$ cat config.mk
export PLATFORM = sky130hd
export DESIGN_NAME = uoir_regs
export DESIGN_NICKNAME = d
export VERILOG_FILES = /design/src/rtl/uoir_pkg.sv /design/src/rtl/uoir_regs.sv
export VERILOG_INCLUDE_DIRS = /design/src /design/src/rtl
export SDC_FILE = /design/constraint.sdc
export NUM_CORES = 1
export LEC_CHECK = 0
export BUFFER_PORTS_ARGS = -buffer_cell sky130_fd_sc_hd__buf_4
export CELL_PAD_IN_SITES_DETAIL_PLACEMENT = 1
export CELL_PAD_IN_SITES_GLOBAL_PLACEMENT = 1
export CORE_AREA = 2 2 95 97
export CTS_CLUSTER_SIZE = 20
export DETAILED_ROUTE_END_ITERATION = 8
export DIE_AREA = 0 0 97 99
export PLACE_DENSITY_LB_ADDON = 0.1
export SYNTH_ARGS = -nofsm -noshare
export SYNTH_HDL_FRONTEND = slang
export SYNTH_SLANG_ARGS = --single-unit
$ cat constraint.sdc
create_clock -name clk -period 5.47 [get_ports clk]
set_input_delay 0.547 -clock clk [delete_from_list [all_inputs] [get_ports clk]]
set_output_delay 0.547 -clock clk [all_outputs]
set_load 0.05 [all_outputs]
$ cat src/rtl/uoir_defines.svh
// constants for the transceiver interface, otg and rising-event bank
// assumes a 6-bit immediate register address and a 100 MHz clock
`ifndef UOIR_DEFINES_SVH
`define UOIR_DEFINES_SVH

// register addresses
`define UOIR_A_IFC        6'h07
`define UOIR_A_IFC_SET    6'h08
`define UOIR_A_IFC_CLR    6'h09
`define UOIR_A_OTG        6'h0a
`define UOIR_A_OTG_SET    6'h0b
`define UOIR_A_OTG_CLR    6'h0c
`define UOIR_A_RISE       6'h0d
`define UOIR_A_RISE_SET   6'h0e

// reset values and writable masks
`define UOIR_IFC_RST      8'h10
`define UOIR_OTG_RST      8'h06
`define UOIR_RISE_RST     8'h1f
`define UOIR_IFC_WMASK    8'hff
`define UOIR_IFC_AMASK    8'hfe
`define UOIR_OTG_WMASK    8'hff
`define UOIR_RISE_WMASK   8'h1f

// interface control bits
`define UOIR_IFC_PROT_DIS 7
`define UOIR_IFC_UNQUAL   6
`define UOIR_IFC_INVERT   5
`define UOIR_IFC_AUTOWAKE 4
`define UOIR_IFC_CLKKEEP  3
`define UOIR_IFC_UART     2
`define UOIR_IFC_SER3     1
`define UOIR_IFC_SER6     0

// otg control bits
`define UOIR_OTG_EXTSRC   7
`define UOIR_OTG_EXTSUP   6
`define UOIR_OTG_DRIVE    5
`define UOIR_OTG_CHARGE   4
`define UOIR_OTG_DISCH    3
`define UOIR_OTG_DM_PD    2
`define UOIR_OTG_DP_PD    1
`define UOIR_OTG_ID_PU    0

// rising-event enable bits
`define UOIR_EV_ID        4
`define UOIR_EV_SEND      3
`define UOIR_EV_SOK       2
`define UOIR_EV_VBUS      1
`define UOIR_EV_HDISC     0

// timing
`define UOIR_CLK_NS       10
`define UOIR_ID_SETTLE_NS 50000000
`define UOIR_ID_SETTLE_CYC (`UOIR_ID_SETTLE_NS / `UOIR_CLK_NS)

`endif

$ cat src/rtl/uoir_pkg.sv
// types shared by the register bank and its bench
// assumes nothing beyond the defines header
`default_nettype none
package uoir_pkg;
  typedef logic [7:0] uoir_byte_t;
  typedef logic [5:0] uoir_addr_t;
  typedef enum logic [1:0] {UOIR_OP_BASE, UOIR_OP_SET, UOIR_OP_CLR,
                            UOIR_OP_NONE} uoir_op_e;
endpackage
`default_nettype wire

$ cat src/rtl/uoir_regs.sv
// interface control, otg control and rising-event enable registers
// assumes the ulpi front end decodes register commands on clk and
// presents one-cycle write and read strobes with an immediate address
`include "uoir_defines.svh"
`default_nettype none

module uoir_regs
#(
  parameter int ID_SETTLE_CYCLES = `UOIR_ID_SETTLE_CYC
)
(
  input  wire logic           clk,
  input  wire logic           rst,
  input  wire uoir_pkg::uoir_addr_t reg_addr,
  input  wire uoir_pkg::uoir_byte_t reg_wdata,
  input  wire logic           reg_wr,
  input  wire logic           reg_rd,
  output uoir_pkg::uoir_byte_t reg_rdata,
  output logic                reg_rvalid,
  input  wire logic           low_power_n,
  input  wire logic           uart_exit,
  input  wire logic           serial_exit,
  input  wire logic           ext_vbus_ind_in,
  input  wire logic           int_vbus_cmp,
  input  wire logic           id_grounded,
  input  wire logic           session_end,
  input  wire logic           session_ok,
  input  wire logic           host_disc,
  output logic                protect_en,
  output logic                rx_vbus_valid,
  output logic                auto_wake_signal,
  output logic                serial_clk_on,
  output logic                uart_mode_sel,
  output logic                serial3_mode_sel,
  output logic                serial6_mode_sel,
  output logic                pump_enable_out,
  output logic                vbus_drive,
  output logic                vbus_charge,
  output logic                vbus_discharge,
  output logic                dminus_pd_en,
  output logic                dplus_pd_en,
  output logic                id_pu_en,
  output logic [4:0]          rise_event,
  output logic                rise_any
);
  import uoir_pkg::*;

  localparam int CW = $clog2(ID_SETTLE_CYCLES + 1);

  // refuse settle counts the counter cannot serve
  initial
  begin
    if (ID_SETTLE_CYCLES < 1)
      $error("ID_SETTLE_CYCLES must be at least 1");
  end

  uoir_byte_t ifc_reg;
  uoir_byte_t ifc_next;
  uoir_byte_t otg_reg;
  uoir_byte_t otg_next;
  uoir_byte_t rise_reg;
  uoir_byte_t rise_next;
  uoir_op_e   ifc_op;
  uoir_op_e   otg_op;
  uoir_op_e   rise_op;

  // base write replaces, set ors, clear masks off; unmasked bits hold
  function automatic uoir_byte_t wr_apply(
    input uoir_byte_t cur,
    input uoir_byte_t d,
    input uoir_op_e   op,
    input uoir_byte_t wmask
  );
    uoir_byte_t v;
    case (op)
      UOIR_OP_BASE: v = d;
      UOIR_OP_SET:  v = cur | d;
      UOIR_OP_CLR:  v = cur & ~d;
      default:      v = cur;
    endcase
    return (v & wmask) | (cur & ~wmask);
  endfunction

  // address decode into per-register write operations
  always_comb
  begin
    ifc_op  = UOIR_OP_NONE;
    otg_op  = UOIR_OP_NONE;
    rise_op = UOIR_OP_NONE;
    if (reg_wr)
    begin
      case (reg_addr)
        `UOIR_A_IFC:      ifc_op  = UOIR_OP_BASE;
        `UOIR_A_IFC_SET:  ifc_op  = UOIR_OP_SET;
        `UOIR_A_IFC_CLR:  ifc_op  = UOIR_OP_CLR;
        `UOIR_A_OTG:      otg_op  = UOIR_OP_BASE;
        `UOIR_A_OTG_SET:  otg_op  = UOIR_OP_SET;
        `UOIR_A_OTG_CLR:  otg_op  = UOIR_OP_CLR;
        `UOIR_A_RISE:     rise_op = UOIR_OP_BASE;
        `UOIR_A_RISE_SET: rise_op = UOIR_OP_SET;
        default:          ;
      endcase
    end
  end

  // interface control: mode exits clear first, a write then overrides
  // so a link write in the exit cycle is never lost
  always_comb
  begin
    ifc_next = ifc_reg;
    if (uart_exit)
      ifc_next[`UOIR_IFC_UART] = 1'b0;
    if (serial_exit)
    begin
      ifc_next[`UOIR_IFC_SER3] = 1'b0;
      ifc_next[`UOIR_IFC_SER6] = 1'b0;
    end
    // the 6-pin bit is only reachable through the base address
    ifc_next = wr_apply(ifc_next, reg_wdata, ifc_op,
      (ifc_op == UOIR_OP_BASE) ? `UOIR_IFC_WMASK
                               : `UOIR_IFC_AMASK);
  end

  always_comb
  begin
    otg_next  = wr_apply(otg_reg, reg_wdata, otg_op, `UOIR_OTG_WMASK);
    rise_next = wr_apply(rise_reg, reg_wdata, rise_op,
                         `UOIR_RISE_WMASK);
  end

  // register state
  always_ff @(posedge clk)
  begin
    if (rst)
    begin
      ifc_reg  <= `UOIR_IFC_RST;
      otg_reg  <= `UOIR_OTG_RST;
      rise_reg <= `UOIR_RISE_RST;
    end
    else
    begin
      ifc_reg  <= ifc_next;
      otg_reg  <= otg_next;
      rise_reg <= rise_next;
    end
  end

  // read data: aliases return their base register, others read zero
  always_ff @(posedge clk)
  begin
    if (rst)
    begin
      reg_rdata  <= 8'h00;
      reg_rvalid <= 1'b0;
    end
    else
    begin
      reg_rvalid <= reg_rd;
      if (reg_rd)
      begin
        case (reg_addr)
          `UOIR_A_IFC, `UOIR_A_IFC_SET, `UOIR_A_IFC_CLR:
            reg_rdata <= ifc_reg;
          `UOIR_A_OTG, `UOIR_A_OTG_SET, `UOIR_A_OTG_CLR:
            reg_rdata <= otg_reg;
          `UOIR_A_RISE, `UOIR_A_RISE_SET:
            reg_rdata <= rise_reg & `UOIR_RISE_WMASK;
          default:
            reg_rdata <= 8'h00;
        endcase
      end
    end
  end

  // analog and pin levels: three stages, a change counts once the
  // last two agree, so a single metastable sample cannot leak through
  logic [5:0] sync1_reg;
  logic [5:0] sync2_reg;
  logic [5:0] sync3_reg;
  logic [5:0] lvl_reg;
  logic [5:0] raw_in;

  assign raw_in = {ext_vbus_ind_in, id_grounded, session_end,
                   session_ok, int_vbus_cmp, host_disc};

  always_ff @(posedge clk)
  begin
    if (rst)
    begin
      sync1_reg <= 6'h00;
      sync2_reg <= 6'h00;
      sync3_reg <= 6'h00;
      lvl_reg   <= 6'h00;
    end
    else
    begin
      sync1_reg <= raw_in;
      sync2_reg <= sync1_reg;
      sync3_reg <= sync2_reg;
      for (int i = 0; i < 6; i++)
        if (sync2_reg[i] == sync3_reg[i])
          lvl_reg[i] <= sync3_reg[i];
    end
  end

  logic ind_lvl;
  logic cmp_lvl;
  logic ind_c;
  logic ind_q;
  logic vbus_sel;

  assign ind_lvl = lvl_reg[5];
  assign cmp_lvl = lvl_reg[1];
  // complement stage, then optional comparator qualification
  assign ind_c = ifc_reg[`UOIR_IFC_INVERT] ? ~ind_lvl : ind_lvl;
  assign ind_q = ifc_reg[`UOIR_IFC_UNQUAL] ? ind_c
                                           : (ind_c & cmp_lvl);
  assign vbus_sel = otg_reg[`UOIR_OTG_EXTSRC] ? ind_q : cmp_lvl;

  // id settle timer: restarts while the pullup is off
  logic [CW-1:0] id_cnt_reg;
  logic          id_ok;

  assign id_ok = otg_reg[`UOIR_OTG_ID_PU] &&
                 (id_cnt_reg == CW'(ID_SETTLE_CYCLES));

  always_ff @(posedge clk)
  begin
    if (rst)
      id_cnt_reg <= '0;
    else if (!otg_reg[`UOIR_OTG_ID_PU])
      id_cnt_reg <= '0;
    else if (!id_ok)
      id_cnt_reg <= id_cnt_reg + CW'(1);
  end

  // rising-edge detection on the event sources
  logic [4:0] src;
  logic [4:0] src_prev_reg;
  logic [4:0] gate;
  logic       host_mode;

  assign host_mode = otg_reg[`UOIR_OTG_DM_PD] &
                     otg_reg[`UOIR_OTG_DP_PD];
  assign src[`UOIR_EV_ID]    = lvl_reg[4];
  assign src[`UOIR_EV_SEND]  = lvl_reg[3];
  assign src[`UOIR_EV_SOK]   = lvl_reg[2];
  assign src[`UOIR_EV_VBUS]  = vbus_sel;
  assign src[`UOIR_EV_HDISC] = lvl_reg[0];

  // per-source qualifiers beside the enable bits
  always_comb
  begin
    gate = rise_reg[4:0];
    gate[`UOIR_EV_ID]    = gate[`UOIR_EV_ID] & id_ok;
    gate[`UOIR_EV_HDISC] = gate[`UOIR_EV_HDISC] & host_mode;
  end

  // the id history tracks the level while it is masked, so a rise
  // seen during the settle window cannot fire once sampling settles
  always_ff @(posedge clk)
  begin
    if (rst)
    begin
      src_prev_reg <= 5'h00;
      rise_event   <= 5'h00;
      rise_any     <= 1'b0;
    end
    else
    begin
      src_prev_reg <= src;
      rise_event <= src & ~src_prev_reg & gate;
      rise_any   <= |(src & ~src_prev_reg & gate);
    end
  end

  // control outputs, registered from the next register values; rx_vbus_valid from vbus_sel
  always_ff @(posedge clk)
  begin
    if (rst)
    begin
      protect_en       <= 1'b1;
      auto_wake_signal <= 1'b1;
      uart_mode_sel    <= 1'b0;
      serial3_mode_sel <= 1'b0;
      serial6_mode_sel <= 1'b0;
      pump_enable_out  <= 1'b0;
      vbus_drive       <= 1'b0;
      vbus_charge      <= 1'b0;
      vbus_discharge   <= 1'b0;
      dminus_pd_en     <= 1'b1;
      dplus_pd_en      <= 1'b1;
      id_pu_en         <= 1'b0;
      rx_vbus_valid    <= 1'b0;
    end
    else
    begin
      protect_en       <= ~ifc_next[`UOIR_IFC_PROT_DIS];
      auto_wake_signal <= ifc_next[`UOIR_IFC_AUTOWAKE];
      uart_mode_sel    <= ifc_next[`UOIR_IFC_UART];
      serial3_mode_sel <= ifc_next[`UOIR_IFC_SER3];
      serial6_mode_sel <= ifc_next[`UOIR_IFC_SER6];
      pump_enable_out  <= otg_next[`UOIR_OTG_EXTSUP] &
                          otg_next[`UOIR_OTG_DRIVE];
      vbus_drive       <= otg_next[`UOIR_OTG_DRIVE];
      // charge and discharge follow the link; it owns their sequencing
      vbus_charge      <= otg_next[`UOIR_OTG_CHARGE];
      vbus_discharge   <= otg_next[`UOIR_OTG_DISCH];
      dminus_pd_en     <= otg_next[`UOIR_OTG_DM_PD];
      dplus_pd_en      <= otg_next[`UOIR_OTG_DP_PD];
      id_pu_en         <= otg_next[`UOIR_OTG_ID_PU];
      rx_vbus_valid    <= vbus_sel;
    end
  end

  // clock power: only a non-suspended alternate mode may stop it
  logic alt_mode;

  assign alt_mode = ifc_reg[`UOIR_IFC_UART] | ifc_reg[`UOIR_IFC_SER3] |
                    ifc_reg[`UOIR_IFC_SER6];

  always_ff @(posedge clk)
  begin
    if (rst)
      serial_clk_on <= 1'b1;
    else
      serial_clk_on <= !(alt_mode && low_power_n &&
                         !ifc_reg[`UOIR_IFC_CLKKEEP]);
  end

endmodule
`default_nettype wire

After elaboration in Yosys (flattened, before gate mapping)
Index checks and enable logic that the tools add are counted.
{ "totals": {"regBits": 105, "in_bits": 27, "output_inout_bits": 29} }
{ "classes": {"addsub": 1, "eq_ne": 21, "mux": 16, "bitwise_logic": 25, "n_reduce_logical": 14} }
{ "ops": {"columns": ["cell", "count"], "rows": [
  ["8-bit one-hot mux with 3 select lines", 3],
  ["6-bit by 4-bit equality test with 1-bit output, second input constant", 7],
  ["8-bit AND", 4],
  ["8-bit OR", 3],
  ["23-bit by 1-bit adder with 23-bit output, second input constant", 1],
  ["23-bit equality test, second input constant", 1],
  ["8-bit NOT", 2],
  ["5-bit AND", 3],
  ["5-bit one-hot mux with 3 select lines", 1],
  ["2-bit one-hot mux with 3 select lines", 2],
  ["2-bit 2-to-1 mux", 4],
  ["5-bit by 8-bit OR with 8-bit output", 1],
  ["1-bit equality test", 6],
  ["2-bit by 1-bit equality test with 1-bit output, second input constant", 3],
  ["2-bit equality test, second input constant", 3],
  ["6-bit by 3-bit equality test with 1-bit output, second input constant", 1],
  ["2-bit logical NOT", 3],
  ["3-bit OR reduction", 2],
  ["1-bit AND", 5],
  ["1-bit 2-to-1 mux", 5],
  ["5-bit NOT", 1],
  ["5-bit OR", 1],
  ["5-bit OR reduction", 1],
  ["2-bit one-hot mux with 2 select lines", 1],
  ["6 further kinds", 13]
]} }

Depth between registers and ports, before layout
{ "depth": {"ltp_word": 9, "ltp_mapped": 6} }

Worst setup path before layout
OpenSTA, ideal clock, no wires.
{ "synth_timing": {"path_type": "input-to-reg", "from": "input reg_addr[0]", "to": "register reg_rdata[5]", "setup_ns": 0.086, "arrival_ns": 1.940, "slack_ns": 3.444, "path_stages": 5, "path_cell_list": "clkbuf_1 or3b_2 a21oi_1 a22oi_1 a211oi_1"} }
{ "synth_via": {"elab_chain_len": 3} }
{ "synth_lines": {"columns": ["element", "line", "rtl"], "rows": [
  ["start: declaration", "uoir_regs.sv:14", "input wire uoir_pkg::uoir_addr_t reg_addr,"],
  ["6-bit by 4-bit equality test with 1-bit output / 6-bit by 3-bit equality test with 1-bit output (equally long branches)", "uoir_regs.sv:161", "case (reg_addr)"],
  ["3-bit OR reduction / 2-bit OR reduction (equally long branches)", "uoir_regs.sv:161", null],
  ["8-bit one-hot mux with 3 select lines (*)", "uoir_regs.sv:161", null],
  ["end signal: assignment", "uoir_regs.sv:163", "reg_rdata <= ifc_reg;"],
  ["end signal: assignment", "uoir_regs.sv:165", "reg_rdata <= otg_reg;"],
  ["end signal: assignment", "uoir_regs.sv:167", "reg_rdata <= rise_reg & `UOIR_RISE_WMASK;"],
  ["end: declaration", "uoir_regs.sv:18", "output uoir_pkg::uoir_byte_t reg_rdata,"]
]} }
Mark *: on every way between the ends. The rest lies on a longest branch, timed or not.
A chain may end at the register's enable or synchronous reset.

Worst setup path after layout
{ "layout_timing": {"from": "input rst", "to": "register id_cnt_reg[11]"} }
{ "layout_via": {"elab_chain_len": 1} }
{ "layout_lines": {"columns": ["element", "line", "rtl"], "rows": [
  ["start: declaration", "uoir_regs.sv:13", "input wire logic rst,"],
  ["2-bit OR reduction (no source line)", null, null],
  ["end signal: assignment", "uoir_regs.sv:234", "id_cnt_reg <= id_cnt_reg + CW'(1);"],
  ["end: declaration", "uoir_regs.sv:221", "logic [CW-1:0] id_cnt_reg;"]
]} }
Every way passes these cells.

==> results by group <==
Outcome
  • Status: finished, final reports clean

Setup path
  • Arr. time, crit path: ~2.7 ns
  • Critical path class: in2reg
  • Startpoint types: input pin
  • Worst Path Required: between 5 and 6 ns
  • CP Capture Type: register
  • CP Max Fanout: 57

Synth
  • Netlist cell types: 56
  • Synthesized area: 3760 µm²
  • Post-synth ARST share: 0%
  • Register area share after synthesis: around half
  • Synth Instances: between 400 and 500
  • Ys flop type: dfxtp_1
  • Syn_area_per_cell: 9.35 µm²
  • Seq cells post-synth: just over 90
  • Post-Syn Nets: roughly 430
  • Number of flops mapped to enable cells by yosys: 0
  • Yosys warning total: 0

Clock network
  • Post-CTS Repair Setup Buffers: 0
  • Clk slew on worst S/H paths: roughly 0.090 ns
  • H-tree depth: 3
  • Post-CTS Hold Fix Bufs: 0
  • # resized after CTS: 0
  • Clock Tree Root: clkbuf_8
  • TritonCTS clock tree: yes
  • Longest Clk Path Bufs: 2
  • Worst-Skew Late Latency: ~0.37 ns
  • Clock Sink Count: 91
  • TritonCTS buffer count: 9

Placed design
  • Dpl cell area: 4220 µm²
  • Dpl ws: 2.74 ns
  • DP HPWL: between 6000 and 7000 µm
  • # placed instances: 544
  • IO Port Bufs: 55
  • Placer Congestion: 0.793

Route
  • Met3 wire length: between 200 and 300 µm
  • DR iter-0 viols: slightly below 90
  • Pre-antenna DRT Iters: 4
  • Vias per cell: 5.67
  • Routed Antenna Nets: 0
  • DR WL/cell: 17.7 µm
  • Met2 wire len: roughly 5200 µm
  • DR vias: about 3,200
  • Final Routed Wirelength: just under 10,000 µm
  • Max Used Layer: met4
  • Met1 WL: roughly 4300 µm
  • Drc violations: 0

Layout
  • Layout overhead on the synthesized area: 17.9%
  • Fin area: approximately 4400 µm²
  • Total Nets Final: ~480
  • ANT cells: 0
  • Share of layout cells above drive strength 1: 18.1%
  • Finished Layout Cells: 560
  • Post-Route Utilization: about half

STA
  • Worst slew margin: a little under half
  • Period utilisation layout: between 40% and 50%
  • Actual slew at the worst max-slew pin: 0.814 ns
  • Slew Viols, Final: 0
  • Setup TNS: 0 ns
  • Setup slack after layout: approximately 3.1 ns
  • Min Hold Slack: 0.354 ns
  • RSZ-0062 raised after global routing: false
  • Worst Skew: ~0.015 ns
  • Final hold violations: 0
  • Min Clock Period, post-route: roughly 2.4 ns
  • FMAX: 424 MHz
  • Setup violators final: 0

Pwr
  • Leakage power: roughly 1.6 nW
  • Pwr dens: around 280 nW/µm²
  • Total Power: approximately 1.2 mW
  • Worst VDD drop: about 0.13 mV

GRT
  • Pin count of the biggest net entering global routing: between 50 and 60
  • GRT Total Usage: 21.2%
  • Total grt overflow: 0
  • Antenna violations before repair: 0
  • Global-route wire length before repair: between 15,000 and 20,000 µm
  • Vias in the first global route: between 3,000 and 4,000

Floorplan
  • Core Area: between 8000 and 9000 µm²
  • Rows: 34
  • Top-level port count: 56
  • DIE WIDTH: around 97 µm
  • Die footprint: 9600 µm²
  • Die height: approximately 100 µm
  • Initial Util: a little over two fifths

Run
  • Max cap viols: 0

Worst hold path
  • Hold Path Class: in2reg
==> logic make-up (layout without fill, tap and decap cells) <==
group	count (synthesis)	in the layout	synth area share [%]
AOI/OAI and AO/OA	99	99	17.8
xor gates and xnor gates	13	13	3.03
adders and majority gates	2	2	0.666
buffers and inverters	29	79	3.13
DFF	91	91	48.5
muxes	2	2	0.566
and+or+nand+nor	166	166	26.3
==> where the power goes <==
group	leakage [nW]	internal [mW]	switching, mW
Sequential	0.737	0.671	0.00443
Combinational	0.750	0.0274	0.0422
Clock	0.109	0.223	0.267
Total	1.60	0.922	0.313
==> per-layer routing <==
layer / GRT usage [%] / vias to the layer above
li1: - / 1566
met1: 25.3 / 1544
met2: 38.5 / 49
met3: 3.40 / 14
met4: 7.37 / 0
met5: 0 / -
==> synthesized netlist by cell type (2+ instances only) <==
master | n | area [µm²]
a31oi_1 | 2 | 12.5
nand3_1 | 13 | 65.1
or4_1 | 5 | 37.5
o21ai_0 | 32 | 160
buf_1 | 2 | 7.51
a221oi_1 | 6 | 52.6
a211oi_1 | 4 | 30.0
and4_1 | 2 | 17.5
or3b_2 | 2 | 17.5
nor4_1 | 5 | 31.3
nand3b_1 | 4 | 30.0
nor3b_1 | 2 | 15.0
nor2_1 | 25 | 93.8
and3b_1 | 5 | 43.8
and3_1 | 5 | 31.3
or3_1 | 9 | 56.3
ha_1 | 2 | 25.0
nand2b_1 | 3 | 18.8
nand4_1 | 11 | 68.8
and2_1 | 2 | 12.5
nor3_1 | 5 | 25.0
o21a_1 | 2 | 15.0
clkbuf_1 | 14 | 52.6
xnor2_1 | 7 | 61.3
nand2_1 | 24 | 90.1
a221o_1 | 8 | 80.1
nor2b_1 | 35 | 219
buf_2 | 4 | 20.0
inv_1 | 8 | 30.0
dfxtp_1 | 91 | 1820
xor2_1 | 6 | 52.6
a22oi_1 | 3 | 22.5
a21oi_1 | 24 | 120
a32o_1 | 8 | 80.1
==> critical path, cell delays in order <==
cell and delay (ns):
buf_4 0.28, inv_1 0.45, nand2_1 0.59, or4_1 0.66, o21ai_0 0.08
==> cells in the final DEF, fill, tap and decap left out, types with 5 or more instances in the layout <==
| cell type | instances |
|---|---|
| dfxtp_1 | 91 |
| buf_4 | 55 |
| nor2b_1 | 35 |
| o21ai_0 | 32 |
| nor2_1 | 25 |
| nand2_1 | 24 |
| a21oi_1 | 24 |
| nand3_1 | 13 |
| nand4_1 | 11 |
| or3_1 | 9 |
| clkbuf_8 | 9 |
| inv_1 | 8 |
| a32o_1 | 8 |
| a221o_1 | 8 |
| xnor2_1 | 7 |
| xor2_1 | 6 |
| a221oi_1 | 6 |
| and3_1 | 5 |
| or4_1 | 5 |
| nor4_1 | 5 |
| nor3_1 | 5 |
| and3b_1 | 5 |
==> final timing paths <==
path / cells after the start / slack [ns] / start / end
min: 2 / 0.35 / low_power_n / serial_clk_on$_SDFF_PP1_
min reg2reg: 1 / 0.45 / sync1_reg[3]$_SDFF_PP0_ / sync2_reg[3]$_SDFF_PP0_
max reg2reg: 4 / 3.45 / id_cnt_reg[2]$_SDFFE_PP0P_ / id_cnt_reg[22]$_SDFFE_PP0P_
max: 5 / 3.11 / rst / id_cnt_reg[11]$_SDFFE_PP0P_
==> layout make-up <==
type | count | area, µm²
Tap cell | 108 | 135
Fill cell | 1009 | 4120
Multi-Input combinational cell | 282 | 1820
Clock buffer | 9 | 124
Clock inverter | 7 | 87.6
Sequential cell | 91 | 1820
Timing Repair Buffer | 55 | 413
Inverter | 8 | 30.0
Note: power is estimated with default switching activity, not from simulation.
